`src/core/tss_pkg.sv`:
```
/*
  constants and types of the sequencer.
  assumes one clock at CLK_MHZ.
*/
package tss_pkg;
  // ----------------------------------------------------------------
  // clock and timing
  // ----------------------------------------------------------------
  localparam int CLK_MHZ   = 250;
  localparam int STEP_NS   = 2000;                            // dwell of one self-test step
  localparam int STEP_CYC  = (STEP_NS * CLK_MHZ + 999) / 1000; // least time, rounded up
  localparam int QUIET_CYC = 4;                               // idle cycles before wait ends

  // ----------------------------------------------------------------
  // widths and sizes
  // ----------------------------------------------------------------
  localparam int ADDR_W = 8;
  localparam int DATA_W = 32;
  localparam int LVL_W  = 16;
  localparam int NMOD   = 4;
  localparam int QW     = 16;

  // ----------------------------------------------------------------
  // register byte offsets
  // ----------------------------------------------------------------
  localparam logic [ADDR_W-1:0] OFS_CTRL      = 8'h00;
  localparam logic [ADDR_W-1:0] OFS_STATUS    = 8'h04;
  localparam logic [ADDR_W-1:0] OFS_TRIG_VOLT = 8'h08;
  localparam logic [ADDR_W-1:0] OFS_TRIG_CURR = 8'h0c;
  localparam logic [ADDR_W-1:0] OFS_OUT_VOLT  = 8'h10;
  localparam logic [ADDR_W-1:0] OFS_OUT_CURR  = 8'h14;
  localparam logic [ADDR_W-1:0] OFS_RESULT    = 8'h18;
  localparam logic [ADDR_W-1:0] OFS_IRQ_STAT  = 8'h1c;
  localparam logic [ADDR_W-1:0] OFS_IRQ_MASK  = 8'h20;

  // ----------------------------------------------------------------
  // field positions
  // ----------------------------------------------------------------
  localparam int CB_CONT  = 0;
  localparam int CB_INIT  = 1;
  localparam int CB_TRG   = 2;
  localparam int CB_GET   = 3;
  localparam int CB_RST   = 4;
  localparam int CB_TEST  = 5;
  localparam int CB_WAI   = 6;
  localparam int SB_WTG   = 0;
  localparam int SB_BUSY  = 1;
  localparam int SB_WAI   = 2;
  localparam int SB_LSTN  = 3;
  localparam int IRQ_W    = 3;
  localparam int IB_TRIG  = 0;
  localparam int IB_TEST  = 1;
  localparam int IB_WAI   = 2;
  localparam logic [LVL_W-1:0] LVL_RST = 16'h0000;

  // ----------------------------------------------------------------
  // self-test output level
  // ----------------------------------------------------------------
  typedef enum logic [1:0] {
    LVL_ZERO = 2'b00,
    LVL_POS  = 2'b01,
    LVL_NEG  = 2'b10
  } lvl_t;
endpackage

```
`src/core/tss_ctl_if.sv`:
```
/*
  control carrier between the sequencer top and its units.
  assumes one shared clock.
*/
interface tss_ctl_if #(
  parameter int NMOD = tss_pkg::NMOD
);
  import tss_pkg::*;
  // trigger group
  logic            init;
  logic            trg;
  logic            get;
  logic            listen;
  logic            cont_wr;
  logic            cont_val;
  logic            rst_cmd;
  logic            wtg;
  logic            cont;
  logic            fire;
  // self-test group
  logic            test_start;
  logic            test_busy;
  logic            test_done;
  lvl_t            test_level;
  logic            measure;
  logic [NMOD-1:0] present;
  logic [NMOD-1:0] has_relay;
  logic [NMOD-1:0] ques_nz;
  logic [NMOD-1:0] fail;
  logic [NMOD-1:0] relay_close;
  logic [NMOD-1:0] relay_neg;

  modport ctrl (
    output init, trg, get, listen, cont_wr, cont_val, rst_cmd,
    output test_start, present, has_relay, ques_nz,
    input  wtg, cont, fire, test_busy, test_done, test_level, measure,
    input  fail, relay_close, relay_neg
  );
  modport trig (
    input  init, trg, get, listen, cont_wr, cont_val, rst_cmd,
    output wtg, cont, fire
  );
  modport test (
    input  test_start, present, has_relay, ques_nz,
    output test_busy, test_done, test_level, measure, fail, relay_close, relay_neg
  );
endinterface

```
`src/core/tss_trigger.sv`:
```
/*
  trigger arming: single and continuous arming, waiting flag, event.
  assumes one-cycle command strobes on the same clock.
*/
module tss_trigger (
  // clock and reset
  input  wire logic clock_i,
  input  wire logic rst_n_i,
  input  wire logic ce_i,
  // control carrier
  tss_ctl_if.trig   cif
);
  import tss_pkg::*;

  typedef struct packed {
    logic cont;
    logic wtg;
    logic fire;
  } trig_state_t;

  trig_state_t q;
  trig_state_t d;
  logic        hit;

  // next state of the arming logic
  always_comb begin
    d      = q;
    d.fire = 1'b0;
    hit    = (cif.trg | cif.get) & cif.listen & q.wtg;
    // (RULE14) continuous arming set
    if (cif.cont_wr) begin
      d.cont = cif.cont_val;
    end
    if (cif.rst_cmd) begin
      // (RULE14) reset forces off
      d.cont = 1'b0;
      d.wtg  = 1'b0;
    end else if (hit) begin
      // (RULE1) fire only armed
      // (RULE4) listener gate applied
      d.fire = 1'b1;
      // (RULE3) rearm when continuous
      // (RULE6) otherwise disarm after one
      d.wtg  = q.cont | (cif.cont_wr & cif.cont_val);
    end else if ((cif.init & ~q.cont) | (cif.cont_wr & cif.cont_val)) begin
      // (RULE5) single arm by init
      // (RULE15) arming sets waiting flag
      d.wtg = 1'b1;
    end
  end

  // state register
  always_ff @(posedge clock_i or negedge rst_n_i) begin
    if (!rst_n_i) begin
      q <= '0;
    end else if (ce_i) begin
      q <= d;
    end
  end

  assign cif.cont = q.cont;
  assign cif.wtg  = q.wtg;
  assign cif.fire = q.fire;
endmodule

```
`src/core/tss_selftest.sv`:
```
/*
  self-test sequencer: steps modules through test levels and relays,
  then judges each connected module by its questionable status.
  assumes questionable flags are valid at the judge step.
*/
module tss_selftest #(
  parameter int NMOD     = tss_pkg::NMOD,
  parameter int STEP_CYC = tss_pkg::STEP_CYC
) (
  // clock and reset
  input  wire logic clock_i,
  input  wire logic rst_n_i,
  input  wire logic ce_i,
  // control carrier
  tss_ctl_if.test   cif
);
  import tss_pkg::*;

  localparam int CW = $clog2(STEP_CYC + 1);
  localparam logic [CW-1:0] CNT_END = CW'(STEP_CYC - 1);

  typedef enum logic [2:0] {
    ST_IDLE  = 3'b000,
    ST_OPEN  = 3'b001,
    ST_POS   = 3'b010,
    ST_ZERO1 = 3'b011,
    ST_SWAP  = 3'b100,
    ST_NEG   = 3'b101,
    ST_ZERO2 = 3'b110,
    ST_JUDGE = 3'b111
  } st_t;

  typedef struct packed {
    st_t             st;
    logic [CW-1:0]   cnt;
    lvl_t            level;
    logic [NMOD-1:0] close;
    logic [NMOD-1:0] neg;
    logic            busy;
    logic            measure;
    logic            done;
    logic [NMOD-1:0] fail;
  } test_state_t;

  test_state_t q;
  test_state_t d;
  logic        step_end;

  // sequence through the test steps
  always_comb begin
    d         = q;
    d.measure = 1'b0;
    d.done    = 1'b0;
    step_end  = (q.cnt == CNT_END);
    d.cnt     = step_end ? '0 : CW'(q.cnt + 1'b1);
    case (q.st)
      ST_IDLE: begin
        d.cnt = '0;
        if (cif.test_start) begin
          // (RULE7) open relays first
          d.st    = ST_OPEN;
          d.close = '0;
          d.neg   = '0;
          d.level = LVL_ZERO;
        end
      end
      ST_OPEN: begin
        if (step_end) begin
          d.st    = ST_POS;
          // (RULE8) relayless modules get levels only
          d.close = cif.has_relay;
          d.level = LVL_POS;
        end
      end
      ST_POS: begin
        if (step_end) begin
          // (RULE7) measure max positive
          d.measure = 1'b1;
          d.st      = ST_ZERO1;
          d.level   = LVL_ZERO;
        end
      end
      ST_ZERO1: begin
        if (step_end) begin
          d.measure = 1'b1;
          d.st      = ST_SWAP;
          d.neg     = cif.has_relay;
        end
      end
      ST_SWAP: begin
        if (step_end) begin
          d.st    = ST_NEG;
          d.level = LVL_NEG;
        end
      end
      ST_NEG: begin
        if (step_end) begin
          // (RULE7) measure max negative
          d.measure = 1'b1;
          d.st      = ST_ZERO2;
          d.level   = LVL_ZERO;
          d.neg     = '0;
        end
      end
      ST_ZERO2: begin
        if (step_end) begin
          d.st = ST_JUDGE;
        end
      end
      ST_JUDGE: begin
        // (RULE9) pass only if zero
        // (RULE10) every connected module judged
        d.fail = cif.present & cif.ques_nz;
        d.done = 1'b1;
        d.st   = ST_IDLE;
      end
      default: begin
        d.st = ST_IDLE;
      end
    endcase
    d.busy = (d.st != ST_IDLE);
  end

  // state register
  always_ff @(posedge clock_i or negedge rst_n_i) begin
    if (!rst_n_i) begin
      q <= '0;
    end else if (ce_i) begin
      q <= d;
    end
  end

  assign cif.test_busy  = q.busy;
  assign cif.test_done  = q.done;
  assign cif.test_level = q.level;
  assign cif.measure    = q.measure;
  assign cif.fail       = q.fail;
  assign cif.relay_close = q.close;
  assign cif.relay_neg   = q.neg;
endmodule

```
`src/core/tss_top.sv`:
```
/*
  trigger, self-test and wait sequencer with apb registers.
  assumes apb on clock_i; listener and level-busy pins asynchronous;
  presence, straps and questionable flags on clock_i.
*/
// Decided for this implementation: register access over APB and the address map.
// Overview of operation
// (RULE1) trigger makes an event only while armed
// (RULE2) event loads trigger levels, clears waiting flag
// (RULE3) continuous arming rearms and sets waiting flag
// (RULE4) trigger and group-execute need listener addressing
// (RULE5) init arms one trigger; redundant when continuous
// (RULE6) after a trigger others are ignored until rearmed
// (RULE7) relays: open, max pos, zero, swap, max neg, zero pos
// (RULE8) relayless modules get the same levels directly
// (RULE9) errors set questionable flags; pass only if zero
// (RULE10) test all connected modules; result zero or failures
// (RULE11) host reads failing status, then repeats the test
// (RULE12) wait stalls later accesses until outputs settle
// (RULE13) power loss clears levels and settings
// (RULE14) continuous arming follows setting; reset forces off
// (RULE15) becoming armed sets the waiting flag
module tss_top #(
  parameter int NMOD     = tss_pkg::NMOD,
  parameter int QW       = tss_pkg::QW,
  parameter int STEP_CYC = tss_pkg::STEP_CYC
) (
  // clock, reset, enable
  input  wire logic                        clock_i,
  input  wire logic                        resetn_i,
  input  wire logic                        ce_i,
  // apb slave
  input  wire logic                        psel_i,
  input  wire logic                        penable_i,
  input  wire logic                        pwrite_i,
  input  wire logic [tss_pkg::ADDR_W-1:0]  paddr_i,
  input  wire logic [tss_pkg::DATA_W-1:0]  pwdata_i,
  output logic      [tss_pkg::DATA_W-1:0]  prdata_o,
  output logic                             pready_o,
  output logic                             pslverr_o,
  // interrupt
  output logic                             irq_o,
  // instrument bus and module side inputs
  input  wire logic                        listen_i,
  input  wire logic                        level_busy_i,
  input  wire logic [NMOD-1:0]             present_i,
  input  wire logic [NMOD-1:0]             has_relay_i,
  input  wire logic [NMOD*QW-1:0]          ques_i,
  // module drive outputs
  output logic      [tss_pkg::LVL_W-1:0]   volt_o,
  output logic      [tss_pkg::LVL_W-1:0]   curr_o,
  output logic                             wtg_o,
  output logic                             test_active_o,
  output tss_pkg::lvl_t                    test_level_o,
  output logic                             measure_o,
  output logic      [NMOD-1:0]             relay_close_o,
  output logic      [NMOD-1:0]             relay_neg_o
);
  import tss_pkg::*;

  // ----------------------------------------------------------------
  // reset release
  // ----------------------------------------------------------------
  logic rst_s1_q;
  logic rst_s2_q;

  // (RULE13) power-on clears everything
  always_ff @(posedge clock_i or negedge resetn_i) begin
    if (!resetn_i) begin
      rst_s1_q <= 1'b0;
      rst_s2_q <= 1'b0;
    end else if (ce_i) begin
      rst_s1_q <= 1'b1;
      rst_s2_q <= rst_s1_q;
    end
  end

  // ----------------------------------------------------------------
  // sub-units
  // ----------------------------------------------------------------
  tss_ctl_if #(.NMOD(NMOD)) cif ();

  tss_trigger u_trig (
    .clock_i (clock_i),
    .rst_n_i (rst_s2_q),
    .ce_i    (ce_i),
    .cif     (cif)
  );

  tss_selftest #(
    .NMOD     (NMOD),
    .STEP_CYC (STEP_CYC)
  ) u_test (
    .clock_i (clock_i),
    .rst_n_i (rst_s2_q),
    .ce_i    (ce_i),
    .cif     (cif)
  );

  // ----------------------------------------------------------------
  // state
  // ----------------------------------------------------------------
  localparam int QCW = $clog2(QUIET_CYC + 1);
  localparam logic [QCW-1:0] QUIET_END = QCW'(QUIET_CYC);

  typedef struct packed {
    logic              listen_s1;
    logic              listen_s2;
    logic              busy_s1;
    logic              busy_s2;
    logic              pready;
    logic              pslverr;
    logic [DATA_W-1:0] prdata;
    logic              irq;
    logic [IRQ_W-1:0]  istat;
    logic [IRQ_W-1:0]  imask;
    logic [LVL_W-1:0]  trig_volt;
    logic [LVL_W-1:0]  trig_curr;
    logic [LVL_W-1:0]  out_volt;
    logic [LVL_W-1:0]  out_curr;
    logic              out_chg;
    logic              wai_pend;
    logic [QCW-1:0]    quiet;
    logic              init;
    logic              trg;
    logic              get;
    logic              rst_cmd;
    logic              cont_wr;
    logic              cont_val;
    logic              test_start;
  } top_state_t;

  top_state_t        q;
  top_state_t        d;
  logic              acc;
  logic              wr;
  logic              hit;
  logic [DATA_W-1:0] rdata;
  logic [IRQ_W-1:0]  ev;
  logic [NMOD-1:0]   ques_nz;

  // questionable flags reduced per module
  always_comb begin
    ques_nz = '0;
    for (int i = 0; i < NMOD; i++) begin
      ques_nz[i] = |ques_i[i*QW +: QW];
    end
  end

  assign cif.init       = q.init;
  assign cif.trg        = q.trg;
  assign cif.get        = q.get;
  assign cif.listen     = q.listen_s2;
  assign cif.cont_wr    = q.cont_wr;
  assign cif.cont_val   = q.cont_val;
  assign cif.rst_cmd    = q.rst_cmd;
  assign cif.test_start = q.test_start;
  assign cif.present    = present_i;
  assign cif.has_relay  = has_relay_i;
  assign cif.ques_nz    = ques_nz;

  // ----------------------------------------------------------------
  // next-state logic
  // ----------------------------------------------------------------
  always_comb begin
    d            = q;
    rdata        = '0;
    hit          = 1'b1;
    ev           = '0;
    // pin synchronisers
    d.listen_s1  = listen_i;
    d.listen_s2  = q.listen_s1;
    d.busy_s1    = level_busy_i;
    d.busy_s2    = q.busy_s1;
    // command strobes last one cycle
    d.init       = 1'b0;
    d.trg        = 1'b0;
    d.get        = 1'b0;
    d.rst_cmd    = 1'b0;
    d.cont_wr    = 1'b0;
    d.cont_val   = 1'b0;
    d.test_start = 1'b0;
    d.out_chg    = 1'b0;
    d.pready     = 1'b0;
    d.pslverr    = 1'b0;

    // read decode
    case (paddr_i)
      OFS_CTRL: begin
        rdata[CB_CONT] = cif.cont;
      end
      OFS_STATUS: begin
        rdata[SB_WTG]  = cif.wtg;
        rdata[SB_BUSY] = cif.test_busy;
        rdata[SB_WAI]  = q.wai_pend;
        rdata[SB_LSTN] = q.listen_s2;
      end
      OFS_TRIG_VOLT: rdata[LVL_W-1:0] = q.trig_volt;
      OFS_TRIG_CURR: rdata[LVL_W-1:0] = q.trig_curr;
      OFS_OUT_VOLT:  rdata[LVL_W-1:0] = q.out_volt;
      OFS_OUT_CURR:  rdata[LVL_W-1:0] = q.out_curr;
      // (RULE10) zero or failing addresses
      OFS_RESULT:    rdata[NMOD-1:0]  = cif.fail;
      OFS_IRQ_STAT:  rdata[IRQ_W-1:0] = q.istat;
      OFS_IRQ_MASK:  rdata[IRQ_W-1:0] = q.imask;
      default:       hit = 1'b0;
    endcase

    // apb answer, one wait state
    acc = psel_i & penable_i;
    // (RULE12) stall accesses while waiting
    if (acc & ~q.pready & ~q.wai_pend) begin
      d.pready  = 1'b1;
      d.pslverr = ~hit;
      d.prdata  = pwrite_i ? '0 : rdata;
    end
    wr = acc & q.pready & pwrite_i & hit;

    // writes land at the completing edge
    if (wr) begin
      case (paddr_i)
        OFS_CTRL: begin
          d.cont_wr    = 1'b1;
          d.cont_val   = pwdata_i[CB_CONT];
          d.init       = pwdata_i[CB_INIT];
          d.trg        = pwdata_i[CB_TRG];
          d.get        = pwdata_i[CB_GET];
          d.rst_cmd    = pwdata_i[CB_RST];
          d.test_start = pwdata_i[CB_TEST];
          d.wai_pend   = pwdata_i[CB_WAI];
          if (pwdata_i[CB_RST]) begin
            d.out_volt = LVL_RST;
            d.out_curr = LVL_RST;
            d.out_chg  = 1'b1;
          end
        end
        OFS_TRIG_VOLT: d.trig_volt = pwdata_i[LVL_W-1:0];
        OFS_TRIG_CURR: d.trig_curr = pwdata_i[LVL_W-1:0];
        OFS_OUT_VOLT: begin
          d.out_volt = pwdata_i[LVL_W-1:0];
          d.out_chg  = 1'b1;
        end
        OFS_OUT_CURR: begin
          d.out_curr = pwdata_i[LVL_W-1:0];
          d.out_chg  = 1'b1;
        end
        OFS_IRQ_MASK: d.imask = pwdata_i[IRQ_W-1:0];
        default: begin
        end
      endcase
    end

    // (RULE2) trigger loads stored levels
    if (cif.fire) begin
      d.out_volt = q.trig_volt;
      d.out_curr = q.trig_curr;
      d.out_chg  = 1'b1;
    end

    // (RULE12) quiet count after last change
    if (q.busy_s2 | q.out_chg | cif.test_busy | q.init | q.trg | q.get | q.test_start) begin
      d.quiet = '0;
    end else if (q.quiet != QUIET_END) begin
      d.quiet = QCW'(q.quiet + 1'b1);
    end
    if (q.wai_pend & (q.quiet == QUIET_END) & ~wr) begin
      d.wai_pend = 1'b0;
      ev[IB_WAI] = 1'b1;
    end

    // sticky events, set wins over clear
    ev[IB_TRIG] = cif.fire;
    ev[IB_TEST] = cif.test_done;
    if (wr & (paddr_i == OFS_IRQ_STAT)) begin
      d.istat = q.istat & ~pwdata_i[IRQ_W-1:0];
    end
    d.istat = d.istat | ev;
    d.irq   = |(d.istat & d.imask);
  end

  // state register
  always_ff @(posedge clock_i or negedge rst_s2_q) begin
    if (!rst_s2_q) begin
      // (RULE13) levels and settings lost
      q <= '0;
    end else if (ce_i) begin
      q <= d;
    end
  end

  // ----------------------------------------------------------------
  // outputs
  // ----------------------------------------------------------------
  assign prdata_o      = q.prdata;
  assign pready_o      = q.pready;
  assign pslverr_o     = q.pslverr;
  assign irq_o         = q.irq;
  assign volt_o        = q.out_volt;
  assign curr_o        = q.out_curr;
  assign wtg_o         = cif.wtg;
  assign test_active_o = cif.test_busy;
  assign test_level_o  = cif.test_level;
  assign measure_o     = cif.measure;
  assign relay_close_o = cif.relay_close;
  assign relay_neg_o   = cif.relay_neg;
endmodule

```
`config.mk`:
```
export PLATFORM = sky130hd
export DESIGN_NAME = tss_top
export DESIGN_NICKNAME = d
export VERILOG_FILES = /design/src/core/tss_pkg.sv /design/src/core/tss_ctl_if.sv /design/src/core/tss_trigger.sv /design/src/core/tss_selftest.sv /design/src/core/tss_top.sv
export SDC_FILE = /design/constraint.sdc
export NUM_CORES = 1
export LEC_CHECK = 0
export CAP_MARGIN = 40
export CORE_MARGIN = 4
export CORE_UTILIZATION = 40
export DETAILED_ROUTE_END_ITERATION = 10
export DONT_BUFFER_PORTS = 1
export HOLD_SLACK_MARGIN = 0.15
export MAX_ROUTING_LAYER = met4
export PLACE_DENSITY = 0.59
export SLEW_MARGIN = 30
export SYNTH_ARGS = -nofsm -noshare
export SYNTH_HDL_FRONTEND = slang
export SYNTH_SLANG_ARGS = --single-unit
export TNS_END_PERCENT = 30
```
`constraint.sdc`:
```
create_clock -name clock_i -period 7.8 [get_ports clock_i]
set_clock_uncertainty 0.2 [all_clocks]
set_input_delay 0.39 -clock clock_i [delete_from_list [all_inputs] [get_ports clock_i]]
set_output_delay 0.39 -clock clock_i [all_outputs]
set_load 0.005 [all_outputs]
```
==> results.sh, run 1 <==
export IMPL_status="completed"
export IMPL_tritoncts_clock_tree="built"
export IMPL_route_detailed_drc=0
export IMPL_reg2reg_depth=6
export IMPL_cts_post_setup_buffers_inserted=0
export IMPL_arrival_ns=3.38
export IMPL_maxSlewViolCount=0
export IMPL_cp_end_kind="flip-flop"
export IMPL_grt_max_degree=61
export IMPL_number_of_hold_violations_in_the_final_report=0
export IMPL_period_minus_slack_ns=3.23
export IMPL_post_dp_cell_area_um2=7180
export IMPL_fillerInstances=1692
export IMPL_postRouteWirelength_mm=20.6
export IMPL_drt_via_density=5.92
export IMPL_synth_edf_count=0
export IMPL_cp_top_family="simple AND/OR/NAND/NOR gates"
export IMPL_cp_depth=7
export IMPL_dieArea_um2=20900
export IMPL_clock_tree_htree_level_count=4
export IMPL_worst_setup_path_endpoint="volt_o[1]"
export IMPL_ys_warnings_count=0
export IMPL_drt_first_pass_iters=7
export IMPL_synth_cells=743
export IMPL_cts_root_buffer_cell="sky130_fd_sc_hd__clkbuf_16"
export IMPL_pwr_density_cell_nw_per_um2=199
export IMPL_setup_tns_final_ns=0
export IMPL_ir_worst_vdd_mv=0.154
export IMPL_crit_path_start_kind="input port"
export IMPL_syn_area_um2=7460
export IMPL_fmaxAchievable_mhz=310
export IMPL_die_width_um=145
export IMPL_start_util_pct=41.1
export IMPL_timing_worst_slew_pin_value_ns=0.815
export IMPL_clock_sinks=139
export IMPL_all_layer_global_routing_usage_pct=20.4
export IMPL_worst_path_clk_slew_ns=0.06
export IMPL_grt_remaining_overflow=0
export IMPL_die_height_um=145
export IMPL_yosys_most_used_dff="sky130_fd_sc_hd__dfrtp_1"
export IMPL_timing_final_crit_share_pct=41.4
export IMPL_globalplace_congestion=0.896
export IMPL_area_growth_pct=10.8
export IMPL_utilization_pct=45.6
export IMPL_via_count=5691
export IMPL_drive_above_1_share_pct=14.8
export IMPL_setup_viol=0
export IMPL_origin_of_the_critical_flop_to_flop_path="u_test.q[17]"
export IMPL_slew_limit_headroom_pct=45.5
export IMPL_seq_area_frac_synth_pct=46.6
export IMPL_max_cap_violations=0
export IMPL_num_rows=49
export IMPL_dp_slack_ns=4.42
export IMPL_post_synth_num_cell_types=68
export IMPL_design_final_nets=841
export IMPL_place_detailed_hpwl_mm=14.0
export IMPL_worstPathRequired_ns=7.95
export IMPL_drtIter0Drc=433
export IMPL_ioPinCount=200
export IMPL_rsz_0062_raised_after_global_routing="false"
export IMPL_clk_path_buf_depth=2
export IMPL_grt_pass1_vias=5682
export IMPL_path_buf_inv=2
export IMPL_tritoncts_num_buffers=17
export IMPL_grt_pass1_wl_mm=32.1
export IMPL_critPathMaxStageDelay_ns=0.72
export IMPL_crit_path_start="paddr_i[6]"
export IMPL_ys_ff_latch=139
export IMPL_slowest_stage="sky130_fd_sc_hd__nor3b_4"
export IMPL_crit_path_cell_trace="dlygate4sd3_1, nor4_2, dlygate4sd3_1, nand3_1, nor3b_4, a22oi_1, o21ai_0"
export IMPL_post_cts_resized_instances=0
export IMPL_worst_r2r_endpoint="u_test.cif.relay_close[0]"
export IMPL_routedWlPerCell_um=21.5
export IMPL_antenna_violating_nets_post_route=0
export IMPL_asyncSetResetFlopFracSynth_pct=100
export IMPL_number_of_antenna_violations_at_the_first_check_in_global_routing=1
export IMPL_p_leak_nw=3.61
export IMPL_final_design_area_no_fill_um2=8270
export IMPL_placeableCoreArea_um2=18100
export IMPL_port_buffer_count=0
export IMPL_post_route_worst_setup_slack_ns=4.57
export IMPL_crit_fanout=16
export IMPL_crit_top_cell="sky130_fd_sc_hd__dlygate4sd3_1"
export IMPL_reg2reg_slack_ns=5.15
export IMPL_path_class="input port to flip-flop"
export IMPL_min_path_type="input port to flip-flop"
export IMPL_synth_area_per_cell_um2=10.0
export IMPL_clkLatencyLatePin_ns=0.43
## kinds of logic (layout without fill, tap and decap cells)
logic type | Yosys count | in the layout | synth area share, %
buf+inv | 143 | 116 | 11.2
simple gates | 200 | 200 | 14.3
fa+ha+maj | 3 | 3 | 0.503
compound gates | 194 | 194 | 17.6
xor+xnor | 5 | 5 | 0.587
flops | 139 | 139 | 46.6
mux | 58 | 58 | 9.14
other cells | 1 | 17 | 0.0503
## sequential cells by signal, indices dropped and copies added, names as in the netlist, 2 cells and up
signal                  flops
d                           2
q                          44
u_test.cif.test_level       2
curr_o                     16
volt_o                     16
u_test.cif.fail             4
u_test.q                   12
prdata_o                   16
u_test.cif.relay_neg        4
u_test.cif.relay_close      4
## synth_stat cells (all sizes together), types with 10 or more instances
cell type	number	share of area, %
a21oi	15	1.0
nor2	19	0.96
o21ai	62	4.2
nand4	11	0.92
mux2i	16	2.1
nand3	15	1.2
nand2	87	4.4
nor4	26	2.8
a22oi	57	5.7
buf	86	8.4
nor3	10	0.82
dfrtp	139	47
clkbuf	31	1.6
inv	26	1.3
a22o	22	2.6
mux2	41	6.7
## stage by stage
step	instances	hold slack, ns	total power (W)
floorplan	758	-0.106	0.000834
global placement	876	-0.106	0.000827
detailed placement	880	-0.105	0.000830
CTS	955	0.153	0.00166
global route	961	0.160	0.00171
finish	961	0.165	0.00165
## how the worst min path moves through the flow
stage | startpoint | end | cells after the start
floorplan | resetn_i | rst_s1_q | 0
global placement | resetn_i | rst_s1_q | 0
detailed placement | resetn_i | rst_s1_q | 0
CTS | paddr_i[4] | prdata_o[1] | 4
global route | paddr_i[4] | prdata_o[1] | 4
finish | paddr_i[2] | prdata_o[3] | 3
## layout make-up
type	instances	area [µm²]	share of cell area (%)
inverters	26	97.6	1.18
flip-flops and latches	139	3480	42.1
clock inverters	15	155	1.88
repair buffers	58	593	7.17
diodes	1	2.50	0.0303
well taps	229	287	3.46
multi-input cells	476	3230	39.0
clock buffers	17	425	5.14
## layout by cell type, fill, tap and decap left out, drive strengths merged, types with 6 or more instances in the layout
| cell type | instances |
|---|---|
| buf | 14 |
| a21oi | 15 |
| and3 | 6 |
| nor4 | 26 |
| mux2i | 16 |
| nor2 | 19 |
| dfrtp | 139 |
| dlygate4sd3 | 44 |
| nand3 | 15 |
| nand2 | 87 |
| nor3 | 10 |
| o21ai | 62 |
| a22o | 22 |
| nand4 | 11 |
| inv | 34 |
| mux2 | 41 |
| clkbuf | 17 |
| conb | 16 |
| a22oi | 57 |
## tightest hold or removal path: cells and delay by family
kind / cells / cell delay [ns]
AOI/OAI and AO/OA: 3 / 0.36
## what timing repair did
| item | in CTS | in global routing |
|---|---|---|
| hold buffers | 43 | 3 |
| setup endpoints to repair | 0 | 0 |
| endpoints found under the hold margin | 129 | 27 |
## routing by layer
metal	share of wire (%)	GRT usage (%)	vias to the layer above
li1	-	-	2575
met1	43	27.0	2830
met2	47	30.4	252
met3	8.4	6.02	34
met4	1.8	6.09	0
met5	0	-	-
## power by group
group,switching (W),internal [W],total [W]
Sequential,0.0000186,0.000738,0.000757
Combinational,0.0000496,0.0000406,0.0000902
Clock,0.000351,0.000450,0.000802
Power figures use the tool's default switching activity.
==> run 2, diff against run 1 <==
--- a/config.mk
+++ b/config.mk
@@ -12,7 +12,7 @@
 export DONT_BUFFER_PORTS = 1
 export HOLD_SLACK_MARGIN = 0.15
 export MAX_ROUTING_LAYER = met4
-export PLACE_DENSITY = 0.59
+export PLACE_DENSITY = 0.61
 export SLEW_MARGIN = 30
 export SYNTH_ARGS = -nofsm -noshare
 export SYNTH_HDL_FRONTEND = slang
==> constraint.sdc (replaced) <==
create_clock -name clock_i -period 2.7 [get_ports clock_i]
set_clock_uncertainty 0.2 [all_clocks]
set_input_delay 0.135 -clock clock_i [delete_from_list [all_inputs] [get_ports clock_i]]
set_output_delay 0.135 -clock clock_i [all_outputs]
set_load 0.005 [all_outputs]
==> run 2 against run 1 <==
First-iteration DRC count increased by 33%. Sequential share of layout area shrank 1.5 points. Power increased to 3.1 times the previous value. Critical path depth shrank 1. Combinational power grew to 3.2 times the previous value. Clock power grew to 3.3 times the previous value. Sequential power rose to 2.9 times the previous value. Largest power group unchanged. Largest cell class unchanged. Non-clock buffer count is 21 higher.
==> results.sh, run 2 (synthesis gave the netlist of run 1 again) <==
export IMPL_combPwrFrac_pct=5.7
export IMPL_status="completed"
export IMPL_routedWlPerCell_um=21.3
export IMPL_num_rows=49
export IMPL_clk_path_buf_depth=2
export IMPL_setup_viol=0
export IMPL_place_detailed_hpwl_mm=14.4
export IMPL_ir_worst_vdd_mv=0.395
export IMPL_cp_top_family="simple AND/OR/NAND/NOR gates"
export IMPL_via_count=5846
export IMPL_die_width_um=145
export IMPL_number_of_hold_violations_in_the_final_report=0
export IMPL_critPathMaxStageDelay_ns=0.67
export IMPL_grt_max_degree=138
export IMPL_drive_above_1_share_pct=15.3
export IMPL_layout_commonest_cell="sky130_fd_sc_hd__dfrtp_1"
export IMPL_largest_reg_flops=44
export IMPL_switching_power_total_w=0.00109
export IMPL_crit_path_start_kind="input port"
export IMPL_dieArea_um2=20900
export IMPL_antenna_violating_nets_post_route=0
export IMPL_arrival_ns=2.75
export IMPL_share_seq_of_total_power_pct=42.6
export IMPL_clock_tree_htree_level_count=4
export IMPL_slew_limit_headroom_pct=46.1
export IMPL_cp_end_kind="flip-flop"
export IMPL_setup_tns_final_ns=0
export IMPL_tritoncts_num_buffers=17
export IMPL_port_buffer_count=0
export IMPL_p_leak_nw=3.77
export IMPL_grt_remaining_overflow=0
export IMPL_cts_root_buffer_cell="sky130_fd_sc_hd__clkbuf_16"
export IMPL_route_detailed_drc=0
export IMPL_postRouteWirelength_mm=21.0
export IMPL_tritoncts_clock_tree="built"
export IMPL_hold_ws_ns=0.180
export IMPL_worst_path_clk_slew_ns=0.06
export IMPL_ioPinCount=200
export IMPL_crit_fanout=16
export IMPL_path_buf_inv=2
export IMPL_start_util_pct=41.1
export IMPL_grt_pass1_vias=5829
export IMPL_drt_first_pass_iters=5
export IMPL_grt_pass1_wl_mm=32.9
export IMPL_slowest_stage="sky130_fd_sc_hd__or4_1"
export IMPL_clock_sinks=139
export IMPL_max_cap_violations=0
export IMPL_cellInternalPower_w=0.00404
export IMPL_worstPathRequired_ns=2.79
export IMPL_fmaxAchievable_mhz=376
export IMPL_number_of_antenna_violations_at_the_first_check_in_global_routing=2
export IMPL_area_growth_pct=14.9
export IMPL_placeableCoreArea_um2=18100
export IMPL_drt_via_density=5.94
export IMPL_switching_share_pct=21.3
export IMPL_power_share_clock_pct=51.7
export IMPL_period_minus_slack_ns=2.66
export IMPL_timing_worst_slew_pin_value_ns=0.809
export IMPL_rsz_0062_raised_after_global_routing="false"
export IMPL_drtIter0Drc=575
export IMPL_min_path_type="input port to flip-flop"
export IMPL_all_layer_global_routing_usage_pct=21.1
export IMPL_pwr_density_cell_nw_per_um2=598
export IMPL_maxSlewViolCount=0
export IMPL_design_final_nets=862
export IMPL_most_common_layout_cells="sky130_fd_sc_hd__dfrtp_1, sky130_fd_sc_hd__nand2_1, sky130_fd_sc_hd__dlygate4sd3_1"
export IMPL_crit_path_cell_trace="or4_1, buf_4, nor3_4, dlygate4sd3_1, nand3_2, mux2_1"
export IMPL_top_register="q"
export IMPL_path_class="input port to flip-flop"
export IMPL_clkLatencyLatePin_ns=0.41
export IMPL_die_height_um=145
export IMPL_globalplace_congestion=0.899
export IMPL_timing_final_crit_share_pct=98.4
run 2: cell types whose count changed in the layout (fill, tap and decap cells not counted), sizes merged:
cell          change
clkbuf            +3
diode             +3
clkinvlp          -1
bufinv            +5
dlymetal6s4s      +1
buf               +5
inv               -7
dlygate4sd3      +15
run 2: worst paths after layout:
| check | start | end | slack (ns) | cells past startpoint |
|---|---|---|---|---|
| max | paddr_i[1] | q[58] | 0.04 | 6 |
| min | paddr_i[3] | curr_o[10] | 0.18 | 4 |
| max reg2reg | pready_o | cif.rst_cmd | 0.13 | 7 |
| min reg2reg | rst_s2_q | pready_o | 0.23 | 1 |
| max in group asynchronous | rst_s2_q | u_test.q[19] | 1.48 | 1 |
| min in group asynchronous | rst_s2_q | pready_o | 0.23 | 1 |
run 2: what timing repair did:
| item | in CTS | in global routing |
|---|---|---|
| endpoints found under the setup margin | 0 | 9 |
| buffers inserted | 0 | 0 |
| endpoints found under the hold margin | 141 | 0 |
| hold buffers | 61 | 0 |
| gates resized for setup | 0 | 5 |
run 2: layout make-up:
type,count,area (µm²)
Antenna cell,4,10.0
Clock buffer,20,457
Clock inverter,12,216
Fill cell,1630,9570
Inverter,26,97.6
Multi-Input combinational cell,476,3240
Sequential cell,139,3480
Tap cell,229,287
Timing Repair Buffer,79,783
run 2: power by group through the flow:
stage               clock [W]  combinational (W)  sequential [W]
floorplan                   0           0.000212         0.00220
global placement            0           0.000171         0.00222
detailed placement          0           0.000177         0.00222
CTS                   0.00270           0.000284         0.00219
global route          0.00278           0.000325         0.00219
finish                0.00265           0.000291         0.00219
run 2: stage by stage:
| stage | total power [W] | util, % | area (µm²) | instances | setup slack (ns) |
|---|---|---|---|---|---|
| final | 0.00513 | 47.3 | 8580 | 985 | 0.0436 |
| after global routing | 0.00529 | 47.2 | 8570 | 983 | 0.0107 |
| after CTS | 0.00517 | 47.1 | 8540 | 981 | 0.0582 |
| after detailed placement | 0.00240 | 39.9 | 7250 | 888 | 0.181 |
| after global placement | 0.00239 | 39.9 | 7250 | 888 | 0.278 |
| after floorplan | 0.00241 | - | 7520 | 758 | 0.117 |
run 2: metal layers:
metal | vias up | GRT usage, % | share of wire [%]
met4 | 0 | 6.38 | 1.6
met2 | 329 | 31.1 | 46
met1 | 2876 | 28.4 | 43
met3 | 21 | 5.79 | 10
met5 | - | - | 0
li1 | 2620 | - | -
run 2: worst reg2reg max path, delay by kind of cell, from the launching register on:
kind | cells | cell delay [ns]
and+or+nand+nor | 4 | 1.00
buffers and inverters | 2 | 0.78
DFF | 1 | 0.43
AOI/OAI and AO/OA | 1 | 0.09
==> run 3, diff against run 2 <==
--- a/config.mk
+++ b/config.mk
@@ -6,6 +6,7 @@
 export NUM_CORES = 1
 export LEC_CHECK = 0
 export CAP_MARGIN = 40
+export CORE_ASPECT_RATIO = 1.2
 export CORE_MARGIN = 4
 export CORE_UTILIZATION = 40
 export DETAILED_ROUTE_END_ITERATION = 10
@@ -13,7 +14,7 @@
 export HOLD_SLACK_MARGIN = 0.15
 export MAX_ROUTING_LAYER = met4
 export PLACE_DENSITY = 0.61
-export SLEW_MARGIN = 30
+export SLEW_MARGIN = 20
 export SYNTH_ARGS = -nofsm -noshare
 export SYNTH_HDL_FRONTEND = slang
 export SYNTH_SLANG_ARGS = --single-unit
==> run 3 against run 2 <==
Global-route usage is 0.67 points lower. Cell area hardly changed. Worst hold slack worse by 0.019 ns. Critical endpoint is now q[44]. Critical path type is now flip-flop to flip-flop. Largest power group unchanged. Via count is 1.0% lower.
==> results.sh, run 3 (synthesis gave the netlist of run 1 again) <==
export IMPL_number_of_hold_violations_in_the_final_report=0
export IMPL_status="completed"
export IMPL_antenna_violating_nets_post_route=0
export IMPL_switching_share_pct=24.5
export IMPL_rsz_0062_raised_after_global_routing="false"
export IMPL_area_growth_pct=15.0
export IMPL_crit_path_start_kind="flip-flop"
export IMPL_cellInternalPower_w=0.00354
export IMPL_grt_pass1_vias=5989
export IMPL_clock_sinks=139
export IMPL_clkLatencyLatePin_ns=0.41
export IMPL_placed_cells=887
export IMPL_design_final_nets=877
export IMPL_pwr_density_cell_nw_per_um2=547
export IMPL_layout_commonest_cell="sky130_fd_sc_hd__dfrtp_1"
export IMPL_timing_worst_slew_pin_value_ns=0.552
export IMPL_arrival_ns=2.71
export IMPL_top_register="q"
export IMPL_drt_first_pass_iters=6
export IMPL_ir_worst_vdd_mv=0.416
export IMPL_hold_path_depth=4
export IMPL_placeableCoreArea_um2=18200
export IMPL_dieArea_um2=20900
export IMPL_most_common_layout_cells="sky130_fd_sc_hd__dfrtp_1, sky130_fd_sc_hd__nand2_1, sky130_fd_sc_hd__dlygate4sd3_1"
export IMPL_share_seq_of_total_power_pct=46.7
export IMPL_drtIter0Drc=431
export IMPL_all_layer_global_routing_usage_pct=20.4
export IMPL_number_of_antenna_violations_at_the_first_check_in_global_routing=1
export IMPL_period_minus_slack_ns=2.62
export IMPL_max_cap_violations=0
export IMPL_die_height_um=158
export IMPL_reg2reg_depth=6
export IMPL_drive_above_1_share_pct=15.9
export IMPL_num_rows=54
export IMPL_cp_end_kind="flip-flop"
export IMPL_largest_reg_flops=44
export IMPL_maxSlewViolCount=0
export IMPL_met2_wirelength_mm=10.4
export IMPL_timing_final_crit_share_pct=97.0
export IMPL_min_path_type="input port to flip-flop"
export IMPL_fmaxAchievable_mhz=382
export IMPL_tritoncts_clock_tree="built"
export IMPL_place_detailed_hpwl_mm=14.2
export IMPL_m1WireLength_mm=8.45
export IMPL_grt_remaining_overflow=0
export IMPL_p_leak_nw=3.81
export IMPL_switching_power_total_w=0.00115
export IMPL_path_class="flip-flop to flip-flop"
export IMPL_highest_layer_used_for_signal_routing="met4"
export IMPL_postRouteWirelength_mm=20.6
export IMPL_clock_tree_htree_level_count=4
export IMPL_grt_max_degree=79
export IMPL_setup_tns_final_ns=0
export IMPL_met3WireLength_mm=1.43
export IMPL_globalplace_congestion=0.913
export IMPL_finish_cell_count_without_fillers=992
export IMPL_timing_hold_worst_start="paddr_i[4]"
export IMPL_setup_viol=0
export IMPL_crit_fanout=15
export IMPL_via_count=5785
export IMPL_worst_path_clk_slew_ns=0.06
export IMPL_port_buffer_count=0
export IMPL_cts_root_buffer_cell="sky130_fd_sc_hd__clkbuf_16"
export IMPL_combPwrFrac_pct=6.0
export IMPL_origin_of_the_critical_flop_to_flop_path="pready_o"
export IMPL_ioPinCount=200
export IMPL_start_util_pct=40.9
export IMPL_routedWlPerCell_um=20.8
export IMPL_route_detailed_drc=0
export IMPL_power_share_clock_pct=47.3
export IMPL_grt_pass1_wl_mm=33.0
export IMPL_slew_limit_headroom_pct=62.9
export IMPL_worstPathRequired_ns=2.79
export IMPL_tritoncts_num_buffers=17
export IMPL_crit_path_start="pready_o"
export IMPL_die_width_um=133
export IMPL_clk_path_buf_depth=2
export IMPL_drt_via_density=5.83
## run 3: what timing repair did
item	CTS	global route
buffers inserted	0	0
hold endpoints to repair	163	0
hold buffers	72	0
resized for setup	0	6
endpoints found under the setup margin	0	35
## run 3: metrics by stage
| step | util, % | setup slack, ns | cell area, µm² | hold slack, ns | power [W] |
|---|---|---|---|---|---|
| after floorplan | - | 0.117 | 7520 | -0.361 | 0.00241 |
| after global placement | 39.8 | 0.392 | 7260 | -0.361 | 0.00239 |
| after detailed placement | 39.8 | 0.351 | 7260 | -0.361 | 0.00240 |
| after CTS | 46.9 | 0.00228 | 8560 | 0.151 | 0.00473 |
| after global routing | 47.0 | 0.00752 | 8580 | 0.168 | 0.00487 |
| final | 47.0 | 0.0802 | 8580 | 0.162 | 0.00469 |
## run 3: worst paths after layout
check | to | slack (ns)
min | q[78] | 0.16
max in group asynchronous | q[63] | 1.66
max reg2reg | q[44] | 0.08
min in group asynchronous | irq_o | 0.23
max | q[44] | 0.08
min reg2reg | irq_o | 0.23
## run 3: cell type report
type                       instances  area [µm²]
antenna                            1        2.50
clock buffer                      17         425
clock inverter                    15         141
fill                            1722        9660
inverter                          26        97.6
multi-input combinational        476        3240
sequential                       139        3480
tap                              224         280
timing repair buffer              94         910
## run 3: power groups by stage
| stage | Combinational, W | Sequential (W) | Clock [W] |
|---|---|---|---|
| floorplan | 0.000212 | 0.00220 | 0 |
| global placement | 0.000171 | 0.00222 | 0 |
| detailed placement | 0.000176 | 0.00223 | 0 |
| CTS | 0.000279 | 0.00219 | 0.00226 |
| global route | 0.000311 | 0.00220 | 0.00237 |
| finish | 0.000283 | 0.00219 | 0.00222 |
## run 3: routing by layer
metal / global-route usage, % / up-vias
met1: 24.4 / 2867
met5: - / -
met3: 5.09 / 30
met4: 5.99 / 0
met2: 34.5 / 239
li1: - / 2649
## run 3: worst max-delay path, stage by stage (launching register included)
cell	delay [ns]
sky130_fd_sc_hd__dfrtp_1	0.46
sky130_fd_sc_hd__and4_2	0.30
sky130_fd_sc_hd__and3_2	0.26
sky130_fd_sc_hd__nand3_2	0.09
sky130_fd_sc_hd__buf_6	0.20
sky130_fd_sc_hd__dlygate4sd3_1	0.64
sky130_fd_sc_hd__mux2_2	0.35
